**config.mk**
```make
export PLATFORM = sky130hd
export DESIGN_NAME = dbrc_core
export DESIGN_NICKNAME = d
export VERILOG_FILES = /design/src/verilog/dbrc_pkg.sv /design/src/verilog/dbrc_core.sv /design/src/verilog/dbrc_pulse_gen.sv
export VERILOG_INCLUDE_DIRS = /design/src /design/src/verilog
export SDC_FILE = /design/constraint.sdc
export NUM_CORES = 1
export LEC_CHECK = 0
export BUFFER_PORTS_ARGS = -buffer_cell sky130_fd_sc_hd__buf_2
export CORE_MARGIN = 3
export CORE_UTILIZATION = 25
export CTS_CLUSTER_SIZE = 30
export DETAILED_ROUTE_END_ITERATION = 12
export PLACE_DENSITY_LB_ADDON = 0.2
export SYNTH_ARGS = -nofsm -noshare
export SYNTH_HDL_FRONTEND = slang
export SYNTH_SLANG_ARGS = --single-unit
```
**constraint.sdc**
```tcl
create_clock -name clk -period 13.7 [get_ports clk]
set_input_delay 1.37 -clock clk [delete_from_list [all_inputs] [get_ports clk]]
set_output_delay 1.37 -clock clk [all_outputs]
set_load 0.05 [all_outputs]
```
**src/verilog/dbrc_consts.svh**
```systemverilog
// constants of the debug run control block
`ifndef DBRC_CONSTS_SVH
`define DBRC_CONSTS_SVH

// operand size field codes
`define DBRC_SZ_BYTE      2'h0
`define DBRC_SZ_WORD      2'h1
`define DBRC_SZ_LONG      2'h2

// address steps per operand size, in bytes
`define DBRC_STEP_BYTE    24'h00_0001
`define DBRC_STEP_WORD    24'h00_0002
`define DBRC_STEP_LONG    24'h00_0004

// status byte low, bit positions
`define DBRC_ST_ENABLE    7
`define DBRC_ST_ACTIVE    6
`define DBRC_ST_WAIT      3
`define DBRC_ST_NO_RESPONSE_FLAG    2
`define DBRC_ST_ILLEGAL   1

// reset values
`define DBRC_ADDR_RESET   24'h00_0000
`define DBRC_DATA_RESET   32'h0000_0000
`define DBRC_BYTE_RESET   8'h00

// acknowledge pulse length in serial interface clock cycles
`define DBRC_ACK_CYCLES   16

`endif

```
**src/verilog/dbrc_pkg.sv**
```systemverilog
// types shared by the debug run control and block access block
package dbrc_pkg;

  // decoded command from the serial front end
  typedef enum logic [3:0] {
    DBRC_CMD_NOP,
    DBRC_CMD_HALT,
    DBRC_CMD_RESUME,
    DBRC_CMD_RESUME_UNTIL,
    DBRC_CMD_READ_MEM,
    DBRC_CMD_WRITE_MEM,
    DBRC_CMD_BLOCK_READ,
    DBRC_CMD_BLOCK_WRITE,
    DBRC_CMD_REG_READ,
    DBRC_CMD_OTHER
  } dbrc_cmd_type;

  // what the previous command allows next
  typedef enum logic [1:0] {
    DBRC_PREV_NEUTRAL,
    DBRC_PREV_READ,
    DBRC_PREV_WRITE,
    DBRC_PREV_OTHER
  } dbrc_prev_type;

  typedef enum logic [2:0] {
    DBRC_IDLE,
    DBRC_MEM,
    DBRC_REG,
    DBRC_ACK,
    DBRC_UNTIL
  } dbrc_state_type;

endpackage

```
**src/verilog/dbrc_core.sv**
```systemverilog
// debug run control: halt, resume, block memory and cpu register reads
`timescale 1ns/1ps
`default_nettype none
`include "dbrc_consts.svh"

module dbrc_core
  import dbrc_pkg::*;
#(
  parameter int ADDR_W  = 24,
  parameter int ACK_LEN = `DBRC_ACK_CYCLES
)
(
  input  wire logic         clk,
  input  wire logic         rst,
  // decoded commands from the serial front end
  input  wire logic         cmdValid,
  input  wire dbrc_cmd_type cmdCode,
  input  wire logic [1:0]   cmdSize,
  input  wire logic         cmdWithStatus,
  input  wire logic [ADDR_W-1:0] cmdAddr,
  input  wire logic [31:0]  cmdWdata,
  input  wire logic         syncReq,
  output logic              cmdReady,
  // control and status bits
  input  wire logic         debugEnable,
  input  wire logic         ackEnable,
  input  wire logic         clearIllegal,
  output logic              debugActive,
  output logic              noResponse,
  output logic              illegalFlag,
  // cpu side
  input  wire logic         cpuInstrDone,
  input  wire logic         cpuWaitMode,
  input  wire logic         cpuStopMode,
  input  wire logic         breakHalt,
  output logic              cpuResume,
  // memory bus
  output logic              memReq,
  output logic              memWrite,
  output logic [ADDR_W-1:0] memAddr,
  output logic [1:0]        memSize,
  output logic [31:0]       memWdata,
  input  wire logic         memDone,
  input  wire logic         memAbort,
  input  wire logic [31:0]  memRdata,
  // cpu register file
  output logic              regReq,
  input  wire logic         regDone,
  input  wire logic [31:0]  regRdata,
  input  wire logic [3:0]   regByteValid,
  // answer to the serial front end
  output logic              respValid,
  output logic              respHasData,
  output logic              respHasStatus,
  output logic              respStatusFirst,
  output logic [31:0]       respData,
  output logic [7:0]        respStatus,
  output logic              illegalResp,
  output logic              ackPulse
);

  dbrc_state_type    state;
  dbrc_state_type    next_state;
  dbrc_prev_type     prevKind;
  dbrc_prev_type     next_prevKind;
  logic              haltPending;
  logic              next_haltPending;
  logic              next_debugActive;
  logic              next_illegalFlag;
  logic [ADDR_W-1:0] tempAddr;
  logic [ADDR_W-1:0] next_tempAddr;
  logic [ADDR_W-1:0] step;
  logic              opStatus;
  logic              next_opStatus;
  logic              sendAfter;
  logic              next_sendAfter;
  logic              ackTrig;
  logic              next_ackTrig;
  logic              ackBusy;
  logic              next_cmdReady;
  logic              next_noResponse;
  logic              next_cpuResume;
  logic              next_memReq;
  logic              next_memWrite;
  logic [ADDR_W-1:0] next_memAddr;
  logic [1:0]        next_memSize;
  logic [31:0]       next_memWdata;
  logic              next_regReq;
  logic              next_respValid;
  logic              next_respHasData;
  logic              next_respHasStatus;
  logic              next_respStatusFirst;
  logic [31:0]       next_respData;
  logic [7:0]        next_respStatus;
  logic              next_illegalResp;
  logic [31:0]       regMasked;
  logic              setIllegal;

  ////////////////////////////////////////////////////////////////////////////
  // operand size to address step
  always_comb
  begin
    unique case (cmdSize)
      `DBRC_SZ_BYTE: step = ADDR_W'(`DBRC_STEP_BYTE);
      `DBRC_SZ_WORD: step = ADDR_W'(`DBRC_STEP_WORD);
      default:       step = ADDR_W'(`DBRC_STEP_LONG);
    endcase
  end

  // unimplemented register bytes read as zero
  genvar b;
  generate
    for (b = 0; b < 4; b++)
    begin : g_mask
      assign regMasked[8*b +: 8] = regByteValid[b] ?
                                   regRdata[8*b +: 8] : 8'h00;
    end
  endgenerate

  ////////////////////////////////////////////////////////////////////////////
  // sequencer and debug mode next state
  always_comb
  begin
    next_state           = state;
    next_prevKind        = prevKind;
    next_haltPending     = haltPending;
    next_debugActive     = debugActive;
    next_tempAddr        = tempAddr;
    next_opStatus        = opStatus;
    next_sendAfter       = sendAfter;
    next_ackTrig         = 1'b0;
    next_cpuResume       = 1'b0;
    next_memReq          = memReq;
    next_memWrite        = memWrite;
    next_memAddr         = memAddr;
    next_memSize         = memSize;
    next_memWdata        = memWdata;
    next_regReq          = regReq;
    next_respValid       = 1'b0;
    next_respHasData     = respHasData;
    next_respHasStatus   = respHasStatus;
    next_respStatusFirst = respStatusFirst;
    next_respData        = respData;
    next_respStatus      = respStatus;
    next_illegalResp     = 1'b0;
    setIllegal           = 1'b0;

    // halt completes only at an instruction boundary; wait never gives one
    if (haltPending && cpuInstrDone)
    begin
      next_haltPending = 1'b0;
      next_debugActive = 1'b1;
    end
    if (breakHalt && debugEnable)
      next_debugActive = 1'b1;

    unique case (state)
      DBRC_IDLE:
      begin
        // commands are taken while a halt is pending, too
        if (cmdValid)
        begin
          next_prevKind = DBRC_PREV_OTHER;
          unique case (cmdCode)
            DBRC_CMD_NOP:
              next_prevKind = DBRC_PREV_NEUTRAL;      // pointer untouched
            DBRC_CMD_HALT:
              if (debugEnable && !debugActive)
                next_haltPending = 1'b1;
            DBRC_CMD_RESUME,
            DBRC_CMD_RESUME_UNTIL:
              if (!debugActive)
                setIllegal = 1'b1;
              else
              begin
                next_debugActive = 1'b0;
                next_cpuResume   = 1'b1;
                next_sendAfter   = 1'b0;
                if (ackEnable && cmdCode == DBRC_CMD_RESUME_UNTIL)
                  next_state = DBRC_UNTIL;
                else if (ackEnable)
                begin
                  next_ackTrig = 1'b1;
                  next_state   = DBRC_ACK;
                end
              end
            DBRC_CMD_READ_MEM:
            begin
              // single read done elsewhere; pointer steps past it
              next_tempAddr = cmdAddr + step;
              next_prevKind = DBRC_PREV_READ;
            end
            DBRC_CMD_WRITE_MEM:
            begin
              next_tempAddr = cmdAddr + step;
              next_prevKind = DBRC_PREV_WRITE;
            end
            DBRC_CMD_BLOCK_READ,
            DBRC_CMD_BLOCK_WRITE:
              if ((cmdCode == DBRC_CMD_BLOCK_READ &&
                   prevKind == DBRC_PREV_WRITE) ||
                  (cmdCode == DBRC_CMD_BLOCK_WRITE &&
                   prevKind == DBRC_PREV_READ) ||
                  prevKind == DBRC_PREV_OTHER)
                setIllegal = 1'b1;
              else
              begin
                next_memReq   = 1'b1;
                next_memWrite = (cmdCode == DBRC_CMD_BLOCK_WRITE);
                next_memAddr  = tempAddr;
                next_memSize  = cmdSize;
                next_memWdata = cmdWdata;
                next_opStatus = cmdWithStatus;
                next_prevKind = (cmdCode == DBRC_CMD_BLOCK_READ) ?
                                DBRC_PREV_READ : DBRC_PREV_WRITE;
                next_tempAddr = tempAddr + step;
                next_state    = DBRC_MEM;
              end
            DBRC_CMD_REG_READ:
              if (!debugActive)
                setIllegal = 1'b1;
              else
              begin
                next_regReq = 1'b1;
                next_state  = DBRC_REG;
              end
            default:
              next_prevKind = DBRC_PREV_OTHER;
          endcase
          next_illegalResp = setIllegal;
        end
      end

      DBRC_MEM:
        if (memDone || memAbort)
        begin
          next_memReq          = 1'b0;
          next_respHasData     = !memWrite;
          next_respData        = memWrite ? `DBRC_DATA_RESET : memRdata;
          next_respHasStatus   = opStatus;
          next_respStatusFirst = !memWrite;
          // written state sampled after the access has finished
          next_respStatus      = '0;
          next_respStatus[`DBRC_ST_ENABLE]  = debugEnable;
          next_respStatus[`DBRC_ST_ACTIVE]  = next_debugActive;
          next_respStatus[`DBRC_ST_WAIT]    = cpuWaitMode;
          next_respStatus[`DBRC_ST_NO_RESPONSE_FLAG]  = next_noResponse;
          next_respStatus[`DBRC_ST_ILLEGAL] = illegalFlag;
          if (ackEnable)
          begin
            next_ackTrig   = 1'b1;
            next_sendAfter = !memWrite || opStatus;
            next_state     = DBRC_ACK;
          end
          else
          begin
            next_respValid = !memWrite || opStatus;
            next_state     = DBRC_IDLE;
          end
        end

      DBRC_REG:
        if (regDone)
        begin
          next_regReq          = 1'b0;
          next_respHasData     = 1'b1;
          next_respHasStatus   = 1'b0;
          next_respStatusFirst = 1'b0;
          next_respData        = regMasked;
          if (ackEnable)
          begin
            next_ackTrig   = 1'b1;
            next_sendAfter = 1'b1;
            next_state     = DBRC_ACK;
          end
          else
          begin
            next_respValid = 1'b1;
            next_state     = DBRC_IDLE;
          end
        end

      DBRC_ACK:
        // answer only after the pulse ends
        if (!ackTrig && !ackBusy)
        begin
          next_respValid = sendAfter;
          next_state     = DBRC_IDLE;
        end

      DBRC_UNTIL:
        // no timeout here: only re-entry or a sync ends the wait
        if (debugActive)
        begin
          next_ackTrig   = 1'b1;
          next_sendAfter = 1'b0;
          next_state     = DBRC_ACK;
        end
    endcase

    // sync drops any access, wait or answer in flight but keeps a pending halt, acts as neutral predecessor
    if (syncReq)
    begin
      next_state     = DBRC_IDLE;
      next_prevKind  = DBRC_PREV_NEUTRAL;
      next_memReq    = 1'b0;
      next_regReq    = 1'b0;
      next_ackTrig   = 1'b0;
      next_respValid = 1'b0;
    end
  end

  // flag outputs; a set in the clearing cycle survives
  always_comb
  begin
    next_illegalFlag = (illegalFlag && !clearIllegal) || setIllegal;
    next_noResponse  = next_haltPending &&
                       (cpuWaitMode || cpuStopMode);
    next_cmdReady    = (next_state == DBRC_IDLE);
  end

  ////////////////////////////////////////////////////////////////////////////
  // register every piece of state
  always_ff @(posedge clk or posedge rst)
  begin
    if (rst)
    begin
      state           <= DBRC_IDLE;
      prevKind        <= DBRC_PREV_OTHER;
      haltPending     <= 1'b0;
      debugActive     <= 1'b0;
      illegalFlag     <= 1'b0;
      noResponse      <= 1'b0;
      cmdReady        <= 1'b0;
      tempAddr        <= ADDR_W'(`DBRC_ADDR_RESET);
      opStatus        <= 1'b0;
      sendAfter       <= 1'b0;
      ackTrig         <= 1'b0;
      cpuResume       <= 1'b0;
      memReq          <= 1'b0;
      memWrite        <= 1'b0;
      memAddr         <= ADDR_W'(`DBRC_ADDR_RESET);
      memSize         <= `DBRC_SZ_BYTE;
      memWdata        <= `DBRC_DATA_RESET;
      regReq          <= 1'b0;
      respValid       <= 1'b0;
      respHasData     <= 1'b0;
      respHasStatus   <= 1'b0;
      respStatusFirst <= 1'b0;
      respData        <= `DBRC_DATA_RESET;
      respStatus      <= `DBRC_BYTE_RESET;
      illegalResp     <= 1'b0;
    end
    else
    begin
      state           <= next_state;
      prevKind        <= next_prevKind;
      haltPending     <= next_haltPending;
      debugActive     <= next_debugActive;
      illegalFlag     <= next_illegalFlag;
      noResponse      <= next_noResponse;
      cmdReady        <= next_cmdReady;
      tempAddr        <= next_tempAddr;
      opStatus        <= next_opStatus;
      sendAfter       <= next_sendAfter;
      ackTrig         <= next_ackTrig;
      cpuResume       <= next_cpuResume;
      memReq          <= next_memReq;
      memWrite        <= next_memWrite;
      memAddr         <= next_memAddr;
      memSize         <= next_memSize;
      memWdata        <= next_memWdata;
      regReq          <= next_regReq;
      respValid       <= next_respValid;
      respHasData     <= next_respHasData;
      respHasStatus   <= next_respHasStatus;
      respStatusFirst <= next_respStatusFirst;
      respData        <= next_respData;
      respStatus      <= next_respStatus;
      illegalResp     <= next_illegalResp;
    end
  end

  ////////////////////////////////////////////////////////////////////////////
  // acknowledge pulse on the line, cut short by sync
  dbrc_pulse_gen
  #(
    .LEN   (ACK_LEN)
  )
  u_ack
  (
    .clk   (clk),
    .rst   (rst),
    .start (ackTrig),
    .abort (syncReq),
    .pulse (ackPulse)
  );

  assign ackBusy = ackPulse;

endmodule
`default_nettype wire

```
**src/verilog/dbrc_pulse_gen.sv**
```systemverilog
// acknowledge pulse generator, cut short by sync
`timescale 1ns/1ps
`default_nettype none
`include "dbrc_consts.svh"

module dbrc_pulse_gen
#(
  parameter int LEN = `DBRC_ACK_CYCLES
)
(
  input  wire logic clk,
  input  wire logic rst,
  input  wire logic start,
  input  wire logic abort,
  output logic      pulse
);

  localparam int CW = $clog2(LEN + 1);

  logic [CW-1:0] count;
  logic [CW-1:0] next_count;
  logic          next_pulse;

  ////////////////////////////////////////////////////////////////////////////
  // count down the pulse; abort wins so a sync always drops the line low
  always_comb
  begin
    next_count = count;
    if (abort)
      next_count = '0;
    else if (start)
      next_count = CW'(LEN);
    else if (count != '0)
      next_count = count - CW'(1);
    next_pulse = (next_count != '0);
  end

  always_ff @(posedge clk or posedge rst)
  begin
    if (rst)
    begin
      count <= '0;
      pulse <= 1'b0;
    end
    else
    begin
      count <= next_count;
      pulse <= next_pulse;
    end
  end

endmodule
`default_nettype wire

```
==> impl_summary.txt <==
----------------------------------------------------
[Detailed routing]
  Aggregate routed wire length ... around 25,000 um
  Total vias in the final route ... ~7k
  Total DRC errors in the routed layout ... 0
  Via density per instance ... about 4.7
  Iteration count of the initial detailed-routing pass ... 7
  Number of nets with antenna violations after routing ... 0
  Wire per inst ... around 16 um
  Number of DRC markers after the initial detailed-route iteration ... 339

[CTS]
  Post-cts gate resize count ... 0
  CTS Hold Bufs ... 0
  Number of buffers created by CTS ... 17
  Post-CTS Setup Repair Bufs ... 0
  Deepest level of the CTS H-tree ... 4
  Clock root buffer ... sky130_fd_sc_hd__clkbuf_16
  Latest clock arrival within the worst-skew pair ... 0.43 ns
  Maximum root-to-sink buffer count ... 2
  Total number of clock tree sinks ... between 100 and 150
  Clk slew on worst S/H paths ... 0.07 ns
  Clock tree from TritonCTS ... built

[Status]
  Run status ... complete, no violations

[Setup path]
  Slack of the worst reg-to-reg path ... 10.83 ns
  Worst Path Class, Setup ... in2reg
  Required time of the worst setup path ... ~14 ns
  Critical path endpoint category ... flip-flop
  Critical Path AT ... 4.40 ns
  Crit-path max FO ... between 50 and 60
  Type of origin of the critical path ... input port

[Floorplan]
  Die Span X ... 180.0 um
  Core Box Area ... 29,720 um^2
  Die outline height ... 180.0 um
  Die area ... roughly 32,000 um^2
  Total I/O pin count ... 257
  Initial standard-cell utilization of the core ... 25.47%
  Site Rows ... 63

[Placement]
  Inst Count DP ... between 1k and 1.5k
  IO buf count ... 253
  Worst Setup Slack post-DPL ... between 9 and 10 ns
  Half-perimeter wire length after detailed placement ... 17,700 um
  Final weighted congestion in routability-driven placement ... a little under 0.9

[STA]
  Clock period minus final worst setup slack ... 4.068 ns
  Worst Max-Slew Pin Slew ... 1.047 ns
  Setup clock skew after layout ... 0.01586 ns
  Setup Viol. Count Final ... 0
  Slew Viols, Final ... 0
  Share of the cycle needed by the critical path after routing ... 29.70%
  Relative max-transition margin ... between 30% and 40%
  Setup repair after global routing missed its margin ... false
  Fin worst setup slack ... 9.632 ns
  Maximum operating frequency ... 245.8 MHz
  Number of hold violations in the final report ... 0
  Setup TNS Final ... 0 ns

[Synthesis]
  Primary FF master, synth ... sky130_fd_sc_hd__dfrtp_1
  Proportion of synthesized chip area in sequential cells ... 48.63%
  Synthesis Warnings ... 0
  Post-synthesis average cell area ... 8.505 um^2
  Number of synthesized register bits ... roughly 150
  Async set-or-reset flop fraction in the synthesized netlist ... 100.0%
  Number of instances in the synthesized netlist ... 890
  Distinct cell type count after synthesis ... 75
  Summed instance area of the synthesized netlist ... 7570 um^2
  Number of flops mapped to enable cells by yosys ... 0

[Cells and area]
  Final Instance Count excl. Fillers ... around 1.5k
  Layout cell share with drive strength beyond 1 ... between 20 and 30%
  Area growth from synthesis to layout ... 28.91%
  Net count, final ... between 1k and 1.5k
  Fill cell total of the finished layout ... 3,202

[GRT]
  Overflow left after global routing ... 0
  Antenna violations before repair ... 1
  Wire length of the first global-routing pass ... 39,640 um
  Pin count of the biggest net entering global routing ... 78
  Tot GR Track Use ... 15.09%
  Number of global-route vias before repair ... ~7k

[Pwr]
  Pleak ... 4.880 nW
  Maximum ir drop on the vdd rail ... 0.08563 mV
  PD cells ... 237.7 nW/um^2
  Total power ... about 2.3 mW

[Worst hold path]
  Type of the most critical hold path ... reg2reg

[Flow run]
  Max-cap violations ... 0

----------------------------------------------------
==> cell usage after synthesis (4+ instances only) <==
master,n,area [um^2]
sky130_fd_sc_hd__a211oi_1,6,45.04
sky130_fd_sc_hd__a21o_1,5,37.54
sky130_fd_sc_hd__a21oi_1,37,185.2
sky130_fd_sc_hd__a22oi_1,35,262.8
sky130_fd_sc_hd__a2bb2oi_1,4,35.03
sky130_fd_sc_hd__a31oi_1,9,56.30
sky130_fd_sc_hd__and2_1,11,68.82
sky130_fd_sc_hd__and3_1,5,31.28
sky130_fd_sc_hd__buf_2,12,60.06
sky130_fd_sc_hd__buf_4,6,45.04
sky130_fd_sc_hd__clkbuf_1,37,138.9
sky130_fd_sc_hd__dfrtp_1,145,3628
sky130_fd_sc_hd__ha_1,4,50.05
sky130_fd_sc_hd__inv_1,10,37.54
sky130_fd_sc_hd__mux2_2,4,45.04
sky130_fd_sc_hd__mux2i_1,11,110.1
sky130_fd_sc_hd__nand2_1,297,1115
sky130_fd_sc_hd__nand2b_1,15,93.84
sky130_fd_sc_hd__nand3_1,21,105.1
sky130_fd_sc_hd__nand3b_1,6,45.04
sky130_fd_sc_hd__nand4_1,7,43.79
sky130_fd_sc_hd__nor2_1,47,176.4
sky130_fd_sc_hd__nor2b_1,7,43.79
sky130_fd_sc_hd__nor3_1,19,95.09
sky130_fd_sc_hd__nor4_1,8,50.05
sky130_fd_sc_hd__o211ai_1,6,45.04
sky130_fd_sc_hd__o21a_1,4,30.03
sky130_fd_sc_hd__o21ai_0,37,185.2
sky130_fd_sc_hd__o31ai_1,11,82.58
sky130_fd_sc_hd__or3_1,7,43.79
sky130_fd_sc_hd__xnor2_1,4,35.03
==> registers in the layout, indices dropped and copies added, names as in the netlist, 2 cells and up <==
name / count
memSize: 2
respStatus: 5
u_ack.count: 5
state: 3
tempAddr: 24
memAddr: 24
memWdata: 32
prevKind: 2
respData: 32
==> critical path, stage by stage <==
cell                       delay [ns]
sky130_fd_sc_hd__buf_2           0.29
sky130_fd_sc_hd__and3b_2         0.23
sky130_fd_sc_hd__buf_4           0.46
sky130_fd_sc_hd__nand2_1         0.11
sky130_fd_sc_hd__nand2_1         0.08
sky130_fd_sc_hd__ha_1            0.18
sky130_fd_sc_hd__fa_1            0.24
sky130_fd_sc_hd__a21o_1          0.28
sky130_fd_sc_hd__nand2_1         0.26
sky130_fd_sc_hd__nor3_1          0.34
sky130_fd_sc_hd__mux2_2          0.38
sky130_fd_sc_hd__o211ai_1        0.14
==> placed cells by master, fill, tap and decap left out, drive strengths merged, types with 4 or more instances in the layout <==
master and count:
a211oi 6, a21o 5, a21oi 37, a22oi 35, a2bb2oi 4, a31oi 9
and2 11, and3 5, buf 262, clkbuf 20, dfrtp 145, ha 4
inv 15, mux2 4, mux2i 12, nand2 298, nand2b 15, nand3 21
nand3b 7, nand4 7, nor2 47, nor2b 7, nor3 20, nor4 8
o211ai 6, o21a 4, o21ai 37, o31ai 11, or3 7, xnor2 4
==> final timing paths <==
kind	depth (start not counted)	start	to
worst max register to register	6	state[2]	tempAddr[19]
worst min register to register	2	memWdata[26]	memWdata[26]
worst max-delay path	12	cmdCode[2]	tempAddr[22]
max in group asynchronous	3	rst	memReq
worst min-delay path	2	memWdata[26]	memWdata[26]
min in group asynchronous	2	rst	respData[10]
==> routing by layer <==
| layer | vias to the layer above | track usage, % | routed length (um) |
|---|---|---|---|
| met5 | - | 0 | 0 |
| met4 | 0 | 4.698 | 479 |
| met3 | 25 | 3.371 | 1416 |
| met2 | 241 | 24.97 | 11750 |
| met1 | 3363 | 19.75 | 11140 |
| li1 | 3526 | - | - |
==> through the flow <==
stage	cell area, um^2	util [%]	hold WS [ns]
2_1_floorplan	7577	-	0.4525
3_3_place_gp	9155	30.81	0.4445
3_5_place_dp	9155	30.81	0.4498
4_1_cts	9756	32.83	0.4644
5_1_grt	9756	32.83	0.4847
6_report	9758	32.84	0.4576
==> where the power goes <==
group | total [mW] | switching (mW) | internal (mW)
registers | 0.761 | 0.141 | 0.619
logic | 1.07 | 0.805 | 0.268
clock network | 0.486 | 0.204 | 0.282
total | 2.32 | 1.15 | 1.17
==> final cells by class <==
type	count	area (um^2)	share of cell area [%]
clock inverters	12	143.9	1.475
well taps	390	488.0	5.001
multi-input cells	676	3610	36.99
flip-flops and latches	147	3681	37.72
inverters	10	42.54	0.4360
diodes	1	2.502	0.02564
repair buffers	262	1334	13.67
clock buffers	20	456.7	4.680
==> cells by family after synthesis <==
family                   after synthesis  synth area share [%]
other                                  1               0.04954
AND/OR/NAND/NOR                      466                 27.26
AO/OA/AOI/OAI                        181                 16.18
multiplexers                          16                 2.347
flip-flops                           147                 48.63
adder cells (fa/ha/maj)                5                0.9257
buffers and inverters                 69                 4.033
XOR/XNOR                               5                0.5785
(Power assumes the default switching activity.)
